<file path="config.mk">
export PLATFORM = sky130hd
export DESIGN_NAME = fta_trailer_top
export DESIGN_NICKNAME = d
export VERILOG_FILES = /design/src/design/fta_pkg.sv /design/src/design/fta_line_edge.sv /design/src/design/fta_stamp_timer.sv /design/src/design/fta_trailer_top.sv
export SDC_FILE = /design/constraint.sdc
export NUM_CORES = 1
export LEC_CHECK = 0
export BUFFER_PORTS_ARGS = -buffer_cell sky130_fd_sc_hd__buf_2
export CAP_MARGIN = 20
export CELL_PAD_IN_SITES_DETAIL_PLACEMENT = 1
export CELL_PAD_IN_SITES_GLOBAL_PLACEMENT = 2
export CORE_MARGIN = 2
export CORE_UTILIZATION = 37
export DETAILED_ROUTE_END_ITERATION = 7
export PLACE_DENSITY = 0.86
export SLEW_MARGIN = 20
export SYNTH_ARGS = -nofsm -noshare
export SYNTH_HDL_FRONTEND = slang
export SYNTH_SLANG_ARGS = --single-unit
</file>
<file path="constraint.sdc">
create_clock -name SYS_CLK -period 3.9 [get_ports SYS_CLK]
set_input_delay 0.78 -clock SYS_CLK [delete_from_list [all_inputs] [get_ports SYS_CLK]]
set_output_delay 0.78 -clock SYS_CLK [all_outputs]
set_load 0.005 [all_outputs]
</file>
<file path="src/design/fta_pkg.sv">
package fta_pkg;

   // Data path and register widths
   localparam int DATA_W = 32;
   localparam int ADDR_W = 6;
   localparam int FRAME_CNT_W = 32;
   localparam int STAMP_W = 64;
   localparam int LINE_N = 3;

   // Register byte offsets
   localparam logic [ADDR_W-1:0] ADDR_MODE = 6'h00;
   localparam logic [ADDR_W-1:0] ADDR_CHUNK_SEL = 6'h04;
   localparam logic [ADDR_W-1:0] ADDR_CHUNK_EN = 6'h08;
   localparam logic [ADDR_W-1:0] ADDR_CNT_SEL = 6'h0c;
   localparam logic [ADDR_W-1:0] ADDR_CNT_EVT = 6'h10;
   localparam logic [ADDR_W-1:0] ADDR_CLR_SRC = 6'h14;
   localparam logic [ADDR_W-1:0] ADDR_CLR_CMD = 6'h18;
   localparam logic [ADDR_W-1:0] ADDR_FRAME_CNT = 6'h1c;
   localparam logic [ADDR_W-1:0] ADDR_STATUS = 6'h20;

   // Field positions
   localparam int MODE_ON_BIT = 0;
   localparam int CHUNK_EN_BIT = 0;
   localparam int CLR_CMD_BIT = 0;
   localparam int STAT_KIND_BIT = 0;
   localparam int STAT_TRAIL_BIT = 1;

   // Counter instance chooser and counted event choice codes
   localparam logic [1:0] CNT_INST_FIRST = 2'h0;
   localparam logic [1:0] CNT_INST_SECOND = 2'h1;
   localparam logic [1:0] CNT_EVT_NONE = 2'h0;
   localparam logic [1:0] CNT_EVT_FRAME_BEGIN = 2'h1;

   // AXI4-Lite responses
   localparam logic [1:0] RESP_OKAY = 2'b00;
   localparam logic [1:0] RESP_SLVERR = 2'b10;

   // Time stamp tick: 8 ns per tick, clock period 5 ns, both in ps
   localparam int CLK_PERIOD_PS = 5000;
   localparam int TICK_PERIOD_PS = 8000;

   typedef enum logic [1:0] {
      CHUNK_INFO = 2'b00,
      CHUNK_COUNT = 2'b01,
      CHUNK_STAMP = 2'b10
   } fta_chunk_t;

   typedef enum logic [2:0] {
      CLR_OFF = 3'b000,
      CLR_LINE_ONE = 3'b001,
      CLR_LINE_TWO = 3'b010,
      CLR_LINE_THREE = 3'b011,
      CLR_SOFT = 3'b100
   } fta_clear_origin_t;

   typedef enum logic [1:0] {
      ST_IMAGE = 2'b00,
      ST_TRAIL = 2'b01
   } fta_state_t;

   // Trailer word order
   localparam logic [3:0] W_OFFX = 4'h0;
   localparam logic [3:0] W_WIDTH = 4'h1;
   localparam logic [3:0] W_HEIGHT = 4'h2;
   localparam logic [3:0] W_PIXFMT = 4'h3;
   localparam logic [3:0] W_DRMIN = 4'h4;
   localparam logic [3:0] W_DRMAX = 4'h5;
   localparam logic [3:0] W_COUNT = 4'h6;
   localparam logic [3:0] W_STAMP_LO = 4'h7;
   localparam logic [3:0] W_STAMP_HI = 4'h8;
   localparam logic [3:0] W_DONE = 4'hf;

   typedef struct packed {
      logic [DATA_W-1:0] data;
      logic last;
   } fta_beat_t;

   typedef struct packed {
      logic [15:0] offset_x;
      logic [15:0] width;
      logic [15:0] height;
      logic [31:0] pix_fmt;
      logic [15:0] dr_min;
      logic [15:0] dr_max;
   } fta_frame_info_t;

endpackage

</file>
<file path="src/design/fta_line_edge.sv">
`timescale 1ns/1ps
module fta_line_edge #(
   parameter int N = 3
) (
   input wire logic clk,
   input wire logic reset_n,
   input wire logic [N-1:0] lines,
   output logic [N-1:0] rise
);
   logic [N-1:0] meta_q;
   logic [N-1:0] sync_q;
   logic [N-1:0] prev_q;

   // Two-stage synchroniser; only the second stage feeds the edge detector
   always_ff @(posedge clk or negedge reset_n) begin
      if (!reset_n) begin
         meta_q <= '0;
         sync_q <= '0;
         prev_q <= '0;
      end else begin
         meta_q <= lines;
         sync_q <= meta_q;
         prev_q <= sync_q;
      end
   end

   // One pulse per rising edge
   assign rise = sync_q & ~prev_q;
endmodule

</file>
<file path="src/design/fta_stamp_timer.sv">
`timescale 1ns/1ps
module fta_stamp_timer
   import fta_pkg::*;
(
   input wire logic clk,
   input wire logic reset_n,
   output logic [STAMP_W-1:0] stamp
);
   localparam int ACC_W = 16;
   localparam logic [ACC_W-1:0] STEP = ACC_W'(CLK_PERIOD_PS);
   localparam logic [ACC_W-1:0] TICK = ACC_W'(TICK_PERIOD_PS);

   logic [ACC_W-1:0] acc_q;
   logic [ACC_W-1:0] acc_sum;
   logic tick_en;
   logic [STAMP_W-1:0] stamp_q;

   // Fractional divider: the tick period is not a whole number of clocks,
   // so the enable jitters by one clock but never drifts
   assign acc_sum = acc_q + STEP;
   assign tick_en = acc_sum >= TICK;

   always_ff @(posedge clk or negedge reset_n) begin
      if (!reset_n) begin
         acc_q <= '0;
         stamp_q <= '0;
      end else begin
         acc_q <= tick_en ? acc_sum - TICK : acc_sum;
         if (tick_en) begin
            stamp_q <= stamp_q + STAMP_W'(1);
         end
      end
   end

   assign stamp = stamp_q;
endmodule

</file>
<file path="src/design/fta_trailer_top.sv">
`timescale 1ns/1ps
// How it works
// Trailer mode on enables frame-info chunk automatically
// Chunk enables accepted only while trailer mode on
// Trailer mode off clears every chunk enable
// Payload kind reports chunk data while mode on
// Frame-info chunk carries offset, size, format, range
// Enabled chunks follow the image data
// Time stamp chunk records frame acquisition time
// Host selects chunk, then sets its enable
// Counter chunk appended to every completed frame
// Counter is 32 bits, starts zero, wraps
// Counter increments once per acquired frame
// Power-up reset clears the counter
// Skipped counter values after stop are tolerated
// Clear source: line one, two, three, software, off
// Clear disabled after reset until source chosen
// Host configures second counter, frame-begin event first
// Software clear command clears the counter
// Line clear is a synchronised single edge event
// Fixed chunk order, frame info always first
// Stamp is 64-bit 8 ns ticks at frame begin
module fta_trailer_top
   import fta_pkg::*;
#(
   parameter int CNT_W = FRAME_CNT_W
) (
   input wire logic SYS_CLK,
   input wire logic RESET_N,
   // AXI4-Lite register port
   input wire logic [ADDR_W-1:0] S_AXI_AWADDR,
   input wire logic S_AXI_AWVALID,
   output logic S_AXI_AWREADY,
   input wire logic [DATA_W-1:0] S_AXI_WDATA,
   input wire logic [3:0] S_AXI_WSTRB,
   input wire logic S_AXI_WVALID,
   output logic S_AXI_WREADY,
   output logic [1:0] S_AXI_BRESP,
   output logic S_AXI_BVALID,
   input wire logic S_AXI_BREADY,
   input wire logic [ADDR_W-1:0] S_AXI_ARADDR,
   input wire logic S_AXI_ARVALID,
   output logic S_AXI_ARREADY,
   output logic [DATA_W-1:0] S_AXI_RDATA,
   output logic [1:0] S_AXI_RRESP,
   output logic S_AXI_RVALID,
   input wire logic S_AXI_RREADY,
   // Acquisition side
   input wire logic FRAME_BEGIN_EVENT,
   input wire logic [LINE_N-1:0] INPUT_LINES,
   input wire fta_pkg::fta_frame_info_t FRAME_INFO,
   input wire fta_pkg::fta_beat_t IMG_BEAT,
   input wire logic IMG_VALID,
   output logic IMG_READY,
   // Transmitter side
   output fta_pkg::fta_beat_t TX_BEAT,
   output logic TX_VALID,
   input wire logic TX_READY,
   output logic PAYLOAD_KIND
);
   import fta_pkg::*;

   if (CNT_W < 1 || CNT_W > DATA_W) begin : g_bad_cnt_w
      $error("fta_trailer_top: counter must fit one data word");
   end

   // Register file state
   logic mode_q;
   fta_chunk_t chunk_sel_q;
   logic count_en_q;
   logic stamp_en_q;
   logic [1:0] cnt_inst_q;
   logic [1:0] cnt_evt_q;
   fta_clear_origin_t clr_src_q;
   logic [CNT_W-1:0] frame_cnt_q;
   logic [CNT_W-1:0] frame_cnt_d;

   // AXI write channel state
   logic [ADDR_W-1:0] aw_addr_q;
   logic aw_have_q;
   logic [DATA_W-1:0] w_data_q;
   logic [3:0] w_strb_q;
   logic w_have_q;
   logic bvalid_q;
   logic [1:0] bresp_q;
   // AXI read channel state
   logic [DATA_W-1:0] rdata_q;
   logic [1:0] rresp_q;
   logic rvalid_q;

   // Stream state
   fta_state_t state_q;
   logic [3:0] idx_q;
   fta_beat_t out_q;
   logic out_valid_q;
   fta_frame_info_t info_snap_q;
   logic [CNT_W-1:0] cnt_snap_q;
   logic [STAMP_W-1:0] stamp_begin_q;
   logic [STAMP_W-1:0] stamp_snap_q;
   logic count_on_q;
   logic stamp_on_q;

   logic [LINE_N-1:0] line_rise;
   logic [STAMP_W-1:0] stamp_now;

   // Address decode; the low byte lane carries every writable field
   function automatic logic is_mapped(input logic [ADDR_W-1:0] a);
      return a == ADDR_MODE || a == ADDR_CHUNK_SEL || a == ADDR_CHUNK_EN ||
         a == ADDR_CNT_SEL || a == ADDR_CNT_EVT || a == ADDR_CLR_SRC ||
         a == ADDR_CLR_CMD || a == ADDR_FRAME_CNT || a == ADDR_STATUS;
   endfunction

   // Next trailer word; disabled chunks are skipped so the order stays fixed
   function automatic logic [3:0] next_word(input logic [3:0] i, input logic cnt_on, input logic st_on);
      logic [3:0] n;
      n = W_DONE;
      unique case (i)
         W_OFFX: n = W_WIDTH;
         W_WIDTH: n = W_HEIGHT;
         W_HEIGHT: n = W_PIXFMT;
         W_PIXFMT: n = W_DRMIN;
         W_DRMIN: n = W_DRMAX;
         W_DRMAX: n = cnt_on ? W_COUNT : (st_on ? W_STAMP_LO : W_DONE);
         W_COUNT: n = st_on ? W_STAMP_LO : W_DONE;
         W_STAMP_LO: n = W_STAMP_HI;
         default: n = W_DONE;
      endcase
      return n;
   endfunction

   fta_line_edge #(
      .N(LINE_N)
   ) u_line_edge (
      .clk(SYS_CLK),
      .reset_n(RESET_N),
      .lines(INPUT_LINES),
      .rise(line_rise)
   );

   fta_stamp_timer u_stamp_timer (
      .clk(SYS_CLK),
      .reset_n(RESET_N),
      .stamp(stamp_now)
   );

   // AXI handshakes; a pending response blocks new writes so only one is open
   logic wr_fire;
   logic ar_fire;
   logic wr_lane0;
   assign S_AXI_AWREADY = !aw_have_q && !bvalid_q;
   assign S_AXI_WREADY = !w_have_q && !bvalid_q;
   assign wr_fire = aw_have_q && w_have_q && !bvalid_q;
   assign S_AXI_ARREADY = !rvalid_q;
   assign ar_fire = S_AXI_ARVALID && !rvalid_q;
   assign wr_lane0 = wr_fire && w_strb_q[0];

   // Register write strobes
   logic wr_mode;
   logic wr_chunk_sel;
   logic wr_chunk_en;
   logic wr_cnt_sel;
   logic wr_cnt_evt;
   logic wr_clr_src;
   logic wr_clr_cmd;
   assign wr_mode = wr_lane0 && aw_addr_q == ADDR_MODE;
   assign wr_chunk_sel = wr_lane0 && aw_addr_q == ADDR_CHUNK_SEL;
   assign wr_chunk_en = wr_lane0 && aw_addr_q == ADDR_CHUNK_EN && mode_q;
   assign wr_cnt_sel = wr_lane0 && aw_addr_q == ADDR_CNT_SEL;
   assign wr_cnt_evt = wr_lane0 && aw_addr_q == ADDR_CNT_EVT;
   assign wr_clr_src = wr_lane0 && aw_addr_q == ADDR_CLR_SRC;
   assign wr_clr_cmd = wr_lane0 && aw_addr_q == ADDR_CLR_CMD && w_data_q[CLR_CMD_BIT];

   // Write address and data are taken in either order and held until used
   always_ff @(posedge SYS_CLK or negedge RESET_N) begin
      if (!RESET_N) begin
         aw_have_q <= 1'b0;
         aw_addr_q <= '0;
         w_have_q <= 1'b0;
         w_data_q <= '0;
         w_strb_q <= '0;
      end else begin
         if (S_AXI_AWVALID && S_AXI_AWREADY) begin
            aw_have_q <= 1'b1;
            aw_addr_q <= S_AXI_AWADDR;
         end else if (wr_fire) begin
            aw_have_q <= 1'b0;
         end
         if (S_AXI_WVALID && S_AXI_WREADY) begin
            w_have_q <= 1'b1;
            w_data_q <= S_AXI_WDATA;
            w_strb_q <= S_AXI_WSTRB;
         end else if (wr_fire) begin
            w_have_q <= 1'b0;
         end
      end
   end

   // Write response one cycle after both halves are present
   always_ff @(posedge SYS_CLK or negedge RESET_N) begin
      if (!RESET_N) begin
         bvalid_q <= 1'b0;
         bresp_q <= RESP_OKAY;
      end else if (wr_fire) begin
         bvalid_q <= 1'b1;
         bresp_q <= is_mapped(aw_addr_q) ? RESP_OKAY : RESP_SLVERR;
      end else if (S_AXI_BREADY) begin
         bvalid_q <= 1'b0;
      end
   end

   // Read mux; the frame-info enable reads as the trailer mode itself
   logic [DATA_W-1:0] rd_mux;
   logic sel_en_bit;
   assign sel_en_bit = chunk_sel_q == CHUNK_INFO ? mode_q :
      chunk_sel_q == CHUNK_COUNT ? count_en_q :
      chunk_sel_q == CHUNK_STAMP ? stamp_en_q : 1'b0;
   assign rd_mux =
      S_AXI_ARADDR == ADDR_MODE ? DATA_W'(mode_q) :
      S_AXI_ARADDR == ADDR_CHUNK_SEL ? DATA_W'(chunk_sel_q) :
      S_AXI_ARADDR == ADDR_CHUNK_EN ? DATA_W'(sel_en_bit) :
      S_AXI_ARADDR == ADDR_CNT_SEL ? DATA_W'(cnt_inst_q) :
      S_AXI_ARADDR == ADDR_CNT_EVT ? DATA_W'(cnt_evt_q) :
      S_AXI_ARADDR == ADDR_CLR_SRC ? DATA_W'(clr_src_q) :
      S_AXI_ARADDR == ADDR_FRAME_CNT ? DATA_W'(frame_cnt_q) :
      S_AXI_ARADDR == ADDR_STATUS ? DATA_W'({state_q == ST_TRAIL, PAYLOAD_KIND}) : '0;

   // Read data registered one cycle after the address is taken
   always_ff @(posedge SYS_CLK or negedge RESET_N) begin
      if (!RESET_N) begin
         rvalid_q <= 1'b0;
         rdata_q <= '0;
         rresp_q <= RESP_OKAY;
      end else if (ar_fire) begin
         rvalid_q <= 1'b1;
         rdata_q <= rd_mux;
         rresp_q <= is_mapped(S_AXI_ARADDR) ? RESP_OKAY : RESP_SLVERR;
      end else if (S_AXI_RREADY) begin
         rvalid_q <= 1'b0;
      end
   end

   assign S_AXI_BVALID = bvalid_q;
   assign S_AXI_BRESP = bresp_q;
   assign S_AXI_RVALID = rvalid_q;
   assign S_AXI_RDATA = rdata_q;
   assign S_AXI_RRESP = rresp_q;

   // Chunk enables: switching the mode off drops them all in the same write
   always_ff @(posedge SYS_CLK or negedge RESET_N) begin
      if (!RESET_N) begin
         mode_q <= 1'b0;
         chunk_sel_q <= CHUNK_INFO;
         count_en_q <= 1'b0;
         stamp_en_q <= 1'b0;
      end else begin
         if (wr_mode) begin
            mode_q <= w_data_q[MODE_ON_BIT];
         end
         if (wr_chunk_sel) begin
            chunk_sel_q <= fta_chunk_t'(w_data_q[1:0]);
         end
         if (wr_mode && !w_data_q[MODE_ON_BIT]) begin
            count_en_q <= 1'b0;
            stamp_en_q <= 1'b0;
         end else if (wr_chunk_en) begin
            // The enable lands on the counter or stamp chunk when the chooser points at it
            if (chunk_sel_q == CHUNK_COUNT) begin
               count_en_q <= w_data_q[CHUNK_EN_BIT];
            end
            if (chunk_sel_q == CHUNK_STAMP) begin
               stamp_en_q <= w_data_q[CHUNK_EN_BIT];
            end
         end
      end
   end

   // Clear configuration; origin resets to off so no clear can occur
   always_ff @(posedge SYS_CLK or negedge RESET_N) begin
      if (!RESET_N) begin
         cnt_inst_q <= CNT_INST_FIRST;
         cnt_evt_q <= CNT_EVT_NONE;
         clr_src_q <= CLR_OFF;
      end else begin
         if (wr_cnt_sel) begin
            cnt_inst_q <= w_data_q[1:0];
         end
         if (wr_cnt_evt) begin
            cnt_evt_q <= w_data_q[1:0];
         end
         if (wr_clr_src) begin
            clr_src_q <= fta_clear_origin_t'(w_data_q[2:0]);
         end
      end
   end

   // Clear request decode; unused origin codes behave as off
   logic clr_armed;
   logic clr_req;
   assign clr_armed = cnt_inst_q == CNT_INST_SECOND && cnt_evt_q == CNT_EVT_FRAME_BEGIN;
   assign clr_req = clr_armed && (
      (clr_src_q == CLR_LINE_ONE && line_rise[0]) ||
      (clr_src_q == CLR_LINE_TWO && line_rise[1]) ||
      (clr_src_q == CLR_LINE_THREE && line_rise[2]) ||
      (clr_src_q == CLR_SOFT && wr_clr_cmd));

   // A frame begin in the clear cycle still counts, so it reads 1, not 0
   assign frame_cnt_d = (clr_req ? '0 : frame_cnt_q) + CNT_W'(FRAME_BEGIN_EVENT);

   always_ff @(posedge SYS_CLK or negedge RESET_N) begin
      if (!RESET_N) begin
         frame_cnt_q <= '0;
      end else begin
         frame_cnt_q <= frame_cnt_d;
      end
   end

   // Stream handshakes: output register reloads when empty or drained
   logic out_load;
   logic in_fire;
   logic trail_fire;
   logic [3:0] idx_next;
   assign out_load = !out_valid_q || TX_READY;
   assign IMG_READY = out_load && state_q == ST_IMAGE;
   assign in_fire = IMG_VALID && IMG_READY;
   assign trail_fire = out_load && state_q == ST_TRAIL;
   assign idx_next = next_word(idx_q, count_on_q, stamp_on_q);

   // Trailer word select
   logic [DATA_W-1:0] trail_word;
   always_comb begin
      trail_word = '0;
      unique case (idx_q)
         W_OFFX: trail_word = DATA_W'(info_snap_q.offset_x);
         W_WIDTH: trail_word = DATA_W'(info_snap_q.width);
         W_HEIGHT: trail_word = DATA_W'(info_snap_q.height);
         W_PIXFMT: trail_word = info_snap_q.pix_fmt;
         W_DRMIN: trail_word = DATA_W'(info_snap_q.dr_min);
         W_DRMAX: trail_word = DATA_W'(info_snap_q.dr_max);
         W_COUNT: trail_word = DATA_W'(cnt_snap_q);
         W_STAMP_LO: trail_word = stamp_snap_q[DATA_W-1:0];
         W_STAMP_HI: trail_word = stamp_snap_q[STAMP_W-1:DATA_W];
         default: trail_word = '0;
      endcase
   end

   // Stamp taken when the frame starts, then parked for its trailer
   always_ff @(posedge SYS_CLK or negedge RESET_N) begin
      if (!RESET_N) begin
         stamp_begin_q <= '0;
      end else if (FRAME_BEGIN_EVENT) begin
         stamp_begin_q <= stamp_now;
      end
   end

   // Snapshots at the last image beat so later writes cannot tear a trailer
   always_ff @(posedge SYS_CLK or negedge RESET_N) begin
      if (!RESET_N) begin
         info_snap_q <= '0;
         cnt_snap_q <= '0;
         stamp_snap_q <= '0;
         count_on_q <= 1'b0;
         stamp_on_q <= 1'b0;
      end else if (in_fire && IMG_BEAT.last) begin
         info_snap_q <= FRAME_INFO;
         cnt_snap_q <= frame_cnt_q;
         stamp_snap_q <= stamp_begin_q;
         count_on_q <= count_en_q && mode_q;
         stamp_on_q <= stamp_en_q && mode_q;
      end
   end

   // Sequencer: image beats pass, then the trailer words in fixed order
   always_ff @(posedge SYS_CLK or negedge RESET_N) begin
      if (!RESET_N) begin
         state_q <= ST_IMAGE;
         idx_q <= W_OFFX;
      end else begin
         unique case (state_q)
            ST_IMAGE: begin
               if (in_fire && IMG_BEAT.last && mode_q) begin
                  state_q <= ST_TRAIL;
                  idx_q <= W_OFFX;
               end
            end
            ST_TRAIL: begin
               if (trail_fire) begin
                  idx_q <= idx_next;
                  if (idx_next == W_DONE) begin
                     state_q <= ST_IMAGE;
                  end
               end
            end
            default: state_q <= ST_IMAGE;
         endcase
      end
   end

   // Output register; frame end marker moves onto the final trailer word
   always_ff @(posedge SYS_CLK or negedge RESET_N) begin
      if (!RESET_N) begin
         out_valid_q <= 1'b0;
         out_q <= '0;
      end else if (in_fire) begin
         out_valid_q <= 1'b1;
         out_q <= '{data: IMG_BEAT.data, last: IMG_BEAT.last && !mode_q};
      end else if (trail_fire) begin
         out_valid_q <= 1'b1;
         out_q <= '{data: trail_word, last: idx_next == W_DONE};
      end else if (TX_READY) begin
         out_valid_q <= 1'b0;
      end
   end

   assign TX_VALID = out_valid_q;
   assign TX_BEAT = out_q;
   assign PAYLOAD_KIND = mode_q;
endmodule

</file>
==> impl_metrics.json <==
{
  "syn2layout_area_growth_pct": 17.9,
  "max_freq_mhz": 296,
  "ys_ff_latch": 491,
  "cts_sinks": 491,
  "insertion_delay_ns": 0.60,
  "drt_iter0_drc": 1188,
  "drtPass1Iterations": 5,
  "place_ws_ns": 0.534,
  "async_flop_share_pct": 100,
  "r2r.worst_path.cells": 13,
  "critPathKind": "reg -> reg",
  "drive_gt1_share_pct": 20.7,
  "antenna_found_initial": 2,
  "post_dp_cell_area_sq_um": 23500,
  "synth_top_family_by_area": "simple AND/OR/NAND/NOR gates",
  "hold_viol": 0,
  "min_path_type": "in -> async",
  "synthAdderAreaFrac_pct": 0.292,
  "yosys_warnings": 0,
  "filler_cell_count": 6496,
  "cts_root_buffer": "clkbuf_16",
  "grt-ovfl-total": 0,
  "drv_slew": 0,
  "clk_pin_slew_ns": 0.06,
  "drc": 0,
  "postCtsSetupBuffers": 0,
  "fin_crit_sh_pct": 86.8,
  "rows": 88,
  "tightest_slew_ns": 1.02,
  "start_util_pct": 37.3,
  "postCtsResizedCells": 0,
  "status": "finished clean",
  "synth_compound_area_share_pct": 9.32,
  "pin_count": 283,
  "cp.required_ns": 4.35,
  "cts_tree": "yes",
  "grt_pass1_wl_um": 102000,
  "fin_nets": 2565,
  "clockBufferDepth": 3,
  "fin_area_sq_um": 25300,
  "rsz0062_at_grt": "no",
  "cts_buffers": 54,
  "cellPowerDensity_nw_per_um2": 594,
  "cts_max_level": 2,
  "drt-total-wl_um": 64400,
  "hold_buffers": 0,
  "power.total_mw": 15.0,
  "antenna_left": 0,
  "dp_hpwl_um": 44600,
  "io_buffers": 248,
  "die_h_um": 245,
  "synthDistinctLibCells": 71,
  "grt_max_degree": 116,
  "r2r_end": "frame_cnt_q[27]$_DFF_PN0_",
  "regToRegSetupSlack_ns": 0.52,
  "synth_xor_area_share_pct": 4.49,
  "grt_pass1_vias": 18072,
  "setup_tns_ns": 0,
  "routed-via-count": 16835,
  "wire_per_inst_um": 20.4,
  "critPathSlowestCell": "nor3_1",
  "end_kind": "register",
  "synth-main-ff-cell": "dfrtp_1",
  "vdd_drop_max_v": 0.000336,
  "fp.dieW_um": 245,
  "core_sq_um": 57500,
  "track_usage_pct": 21.7,
  "max_slew_margin_pct": 31.9,
  "synth_simple_gate_area_share_pct": 20.9,
  "critical-path-max-stage-delay_ns": 0.48,
  "reg2reg_from": "S_AXI_BVALID$_DFFE_PN0P_",
  "min_period_ns": 3.38,
  "cap_violations": 0,
  "muxShareOfSynthArea_pct": 4.75,
  "syn_area_sq_um": 21400,
  "syn_area_per_cell_sq_um": 9.98,
  "final-setup-viol-count": 0,
  "routabilityCongestion": 0.837,
  "synth_enable_flop_cells": 0,
  "fin_ws_ns": 0.516,
  "startpoint_type": "register",
  "dieArea_sq_um": 59900,
  "skew_ns": 0.0234,
  "crit_fanout": 7,
  "total_leakage_power_nw": 12.7,
  "vias_per_cell": 5.33,
  "path_cells": "inv_1 -> nand3_1 -> nor3_1 -> a31oi_1 -> nor4_2 -> nor2b_1 -> ha_1 -> and3_1 -> and4_1 -> nor2b_1 -> nand3_1 -> xor2_1 -> nor2_1",
  "yosysSeqAreaShare_pct": 57.3,
  "syn_inst": 2148,
  "arrival_ns": 3.84
}
## sequential cells by signal (all words and copies together), names as in the netlist, 2 cells and up
signal,count
frame_cnt_q,32
cnt_snap_q,32
u_line_edge.sync_q,3
stamp_snap_q,64
w_data_q,3
aw_addr_q,6
clr_src_q,3
chunk_sel_q,2
cnt_evt_q,2
S_AXI_RDATA,32
u_line_edge.meta_q,3
u_stamp_timer.acc_q,13
TX_BEAT,33
info_snap_q,112
cnt_inst_q,2
u_stamp_timer.stamp,64
idx_q,4
u_line_edge.prev_q,3
stamp_begin_q,64
## worst max-delay path by stage
| stage | startpoint | endpoint | slack (ns) | depth (start not counted) |
|---|---|---|---|---|
| finish | S_AXI_BVALID$_DFFE_PN0P_ | frame_cnt_q[27]$_DFF_PN0_ | 0.52 | 13 |
| global route | S_AXI_BVALID$_DFFE_PN0P_ | frame_cnt_q[31]$_DFF_PN0_ | 0.21 | 13 |
| CTS | S_AXI_BVALID$_DFFE_PN0P_ | frame_cnt_q[27]$_DFF_PN0_ | 0.48 | 13 |
| detailed placement | S_AXI_BVALID$_DFFE_PN0P_ | frame_cnt_q[31]$_DFF_PN0_ | 0.53 | 13 |
| global placement | S_AXI_BVALID$_DFFE_PN0P_ | frame_cnt_q[31]$_DFF_PN0_ | 0.65 | 13 |
| floorplan | S_AXI_BVALID$_DFFE_PN0P_ | frame_cnt_q[28]$_DFF_PN0_ | 0.88 | 14 |
## cells in the mapped netlist, drive strengths merged (20+ instances only)
| cell type | instances | area share [%] |
|---|---|---|
| a22o | 46 | 1.9 |
| nor2 | 104 | 1.8 |
| dfrtp | 491 | 57 |
| nor3 | 29 | 0.70 |
| a22oi | 32 | 1.1 |
| nand3 | 55 | 1.3 |
| nor4 | 30 | 1.2 |
| nand4 | 20 | 0.61 |
| xnor2 | 25 | 1.1 |
| xor2 | 84 | 3.4 |
| mux2 | 84 | 4.4 |
| o21ai | 22 | 0.51 |
| o22ai | 35 | 1.0 |
| clkbuf | 118 | 2.1 |
| nand2 | 695 | 12 |
| a21oi | 67 | 1.6 |
## cells in the final DEF (no fill, tap or decap), drive strengths merged, types with 30 or more instances in the layout
| cell | instances |
|---|---|
| mux2 | 84 |
| xor2 | 84 |
| nor4 | 30 |
| buf | 281 |
| a22o | 46 |
| a21oi | 67 |
| a22oi | 32 |
| dfrtp | 491 |
| o22ai | 35 |
| clkbuf | 83 |
| nand2 | 695 |
| nand3 | 55 |
| nor2 | 104 |
## cells by family (layout without fill, tap and decap cells)
family                   Yosys count  after routing
AND/OR/NAND/NOR                 1018           1018
flip-flops                       491            491
AO/OA/AOI/OAI                    282            282
buffers and inverters            151            394
XOR/XNOR                         109            109
multiplexers                      91             91
adder cells (fa/ha/maj)            5              5
other                              1              3
## critical path, delay by kind of cell, from the launching register on
family,cells,cell delay (ns)
AND/OR/NAND/NOR,9,2.14
flip-flops,1,0.42
adder cells (fa/ha/maj),1,0.25
AO/OA/AOI/OAI,1,0.18
XOR/XNOR,1,0.16
buffers and inverters,1,0.09
## power breakdown
| part | leakage (nW) | switching, mW | internal, mW |
|---|---|---|---|
| sequential | 6.43 | 0.695 | 5.99 |
| clock | 0.858 | 2.05 | 2.96 |
| combinational | 5.43 | 2.15 | 1.16 |
| total | 12.7 | 4.90 | 10.1 |
## through the flow
stage / hold WS [ns] / cells / util (%)
3_3_place_gp: 0.335 / 3063 / 40.9
5_1_grt: 0.199 / 3157 / 44.0
3_5_place_dp: 0.348 / 3063 / 40.9
2_1_floorplan: 0.331 / 2149 / -
4_1_cts: 0.170 / 3157 / 44.0
6_report: 0.153 / 3158 / 44.0
## layout make-up
| cell class | count | area, sq um | share of cell area [%] |
|---|---|---|---|
| antenna | 1 | 2.50 | 0.00990 |
| clock buffer | 83 | 1650 | 6.54 |
| clock inverter | 11 | 92.6 | 0.366 |
| inverter | 19 | 71.3 | 0.282 |
| multi-input combinational | 1507 | 8610 | 34.1 |
| sequential | 491 | 12300 | 48.6 |
| tap | 765 | 957 | 3.79 |
| timing repair buffer | 281 | 1600 | 6.33 |
## layer usage
metal  GRT usage (%)  share of wire [%]
met5               0              0.048
met4            6.67                2.6
met3            2.73                3.8
met2            37.0                 49
met1            28.7                 44
Power figures use the tool's default switching activity.
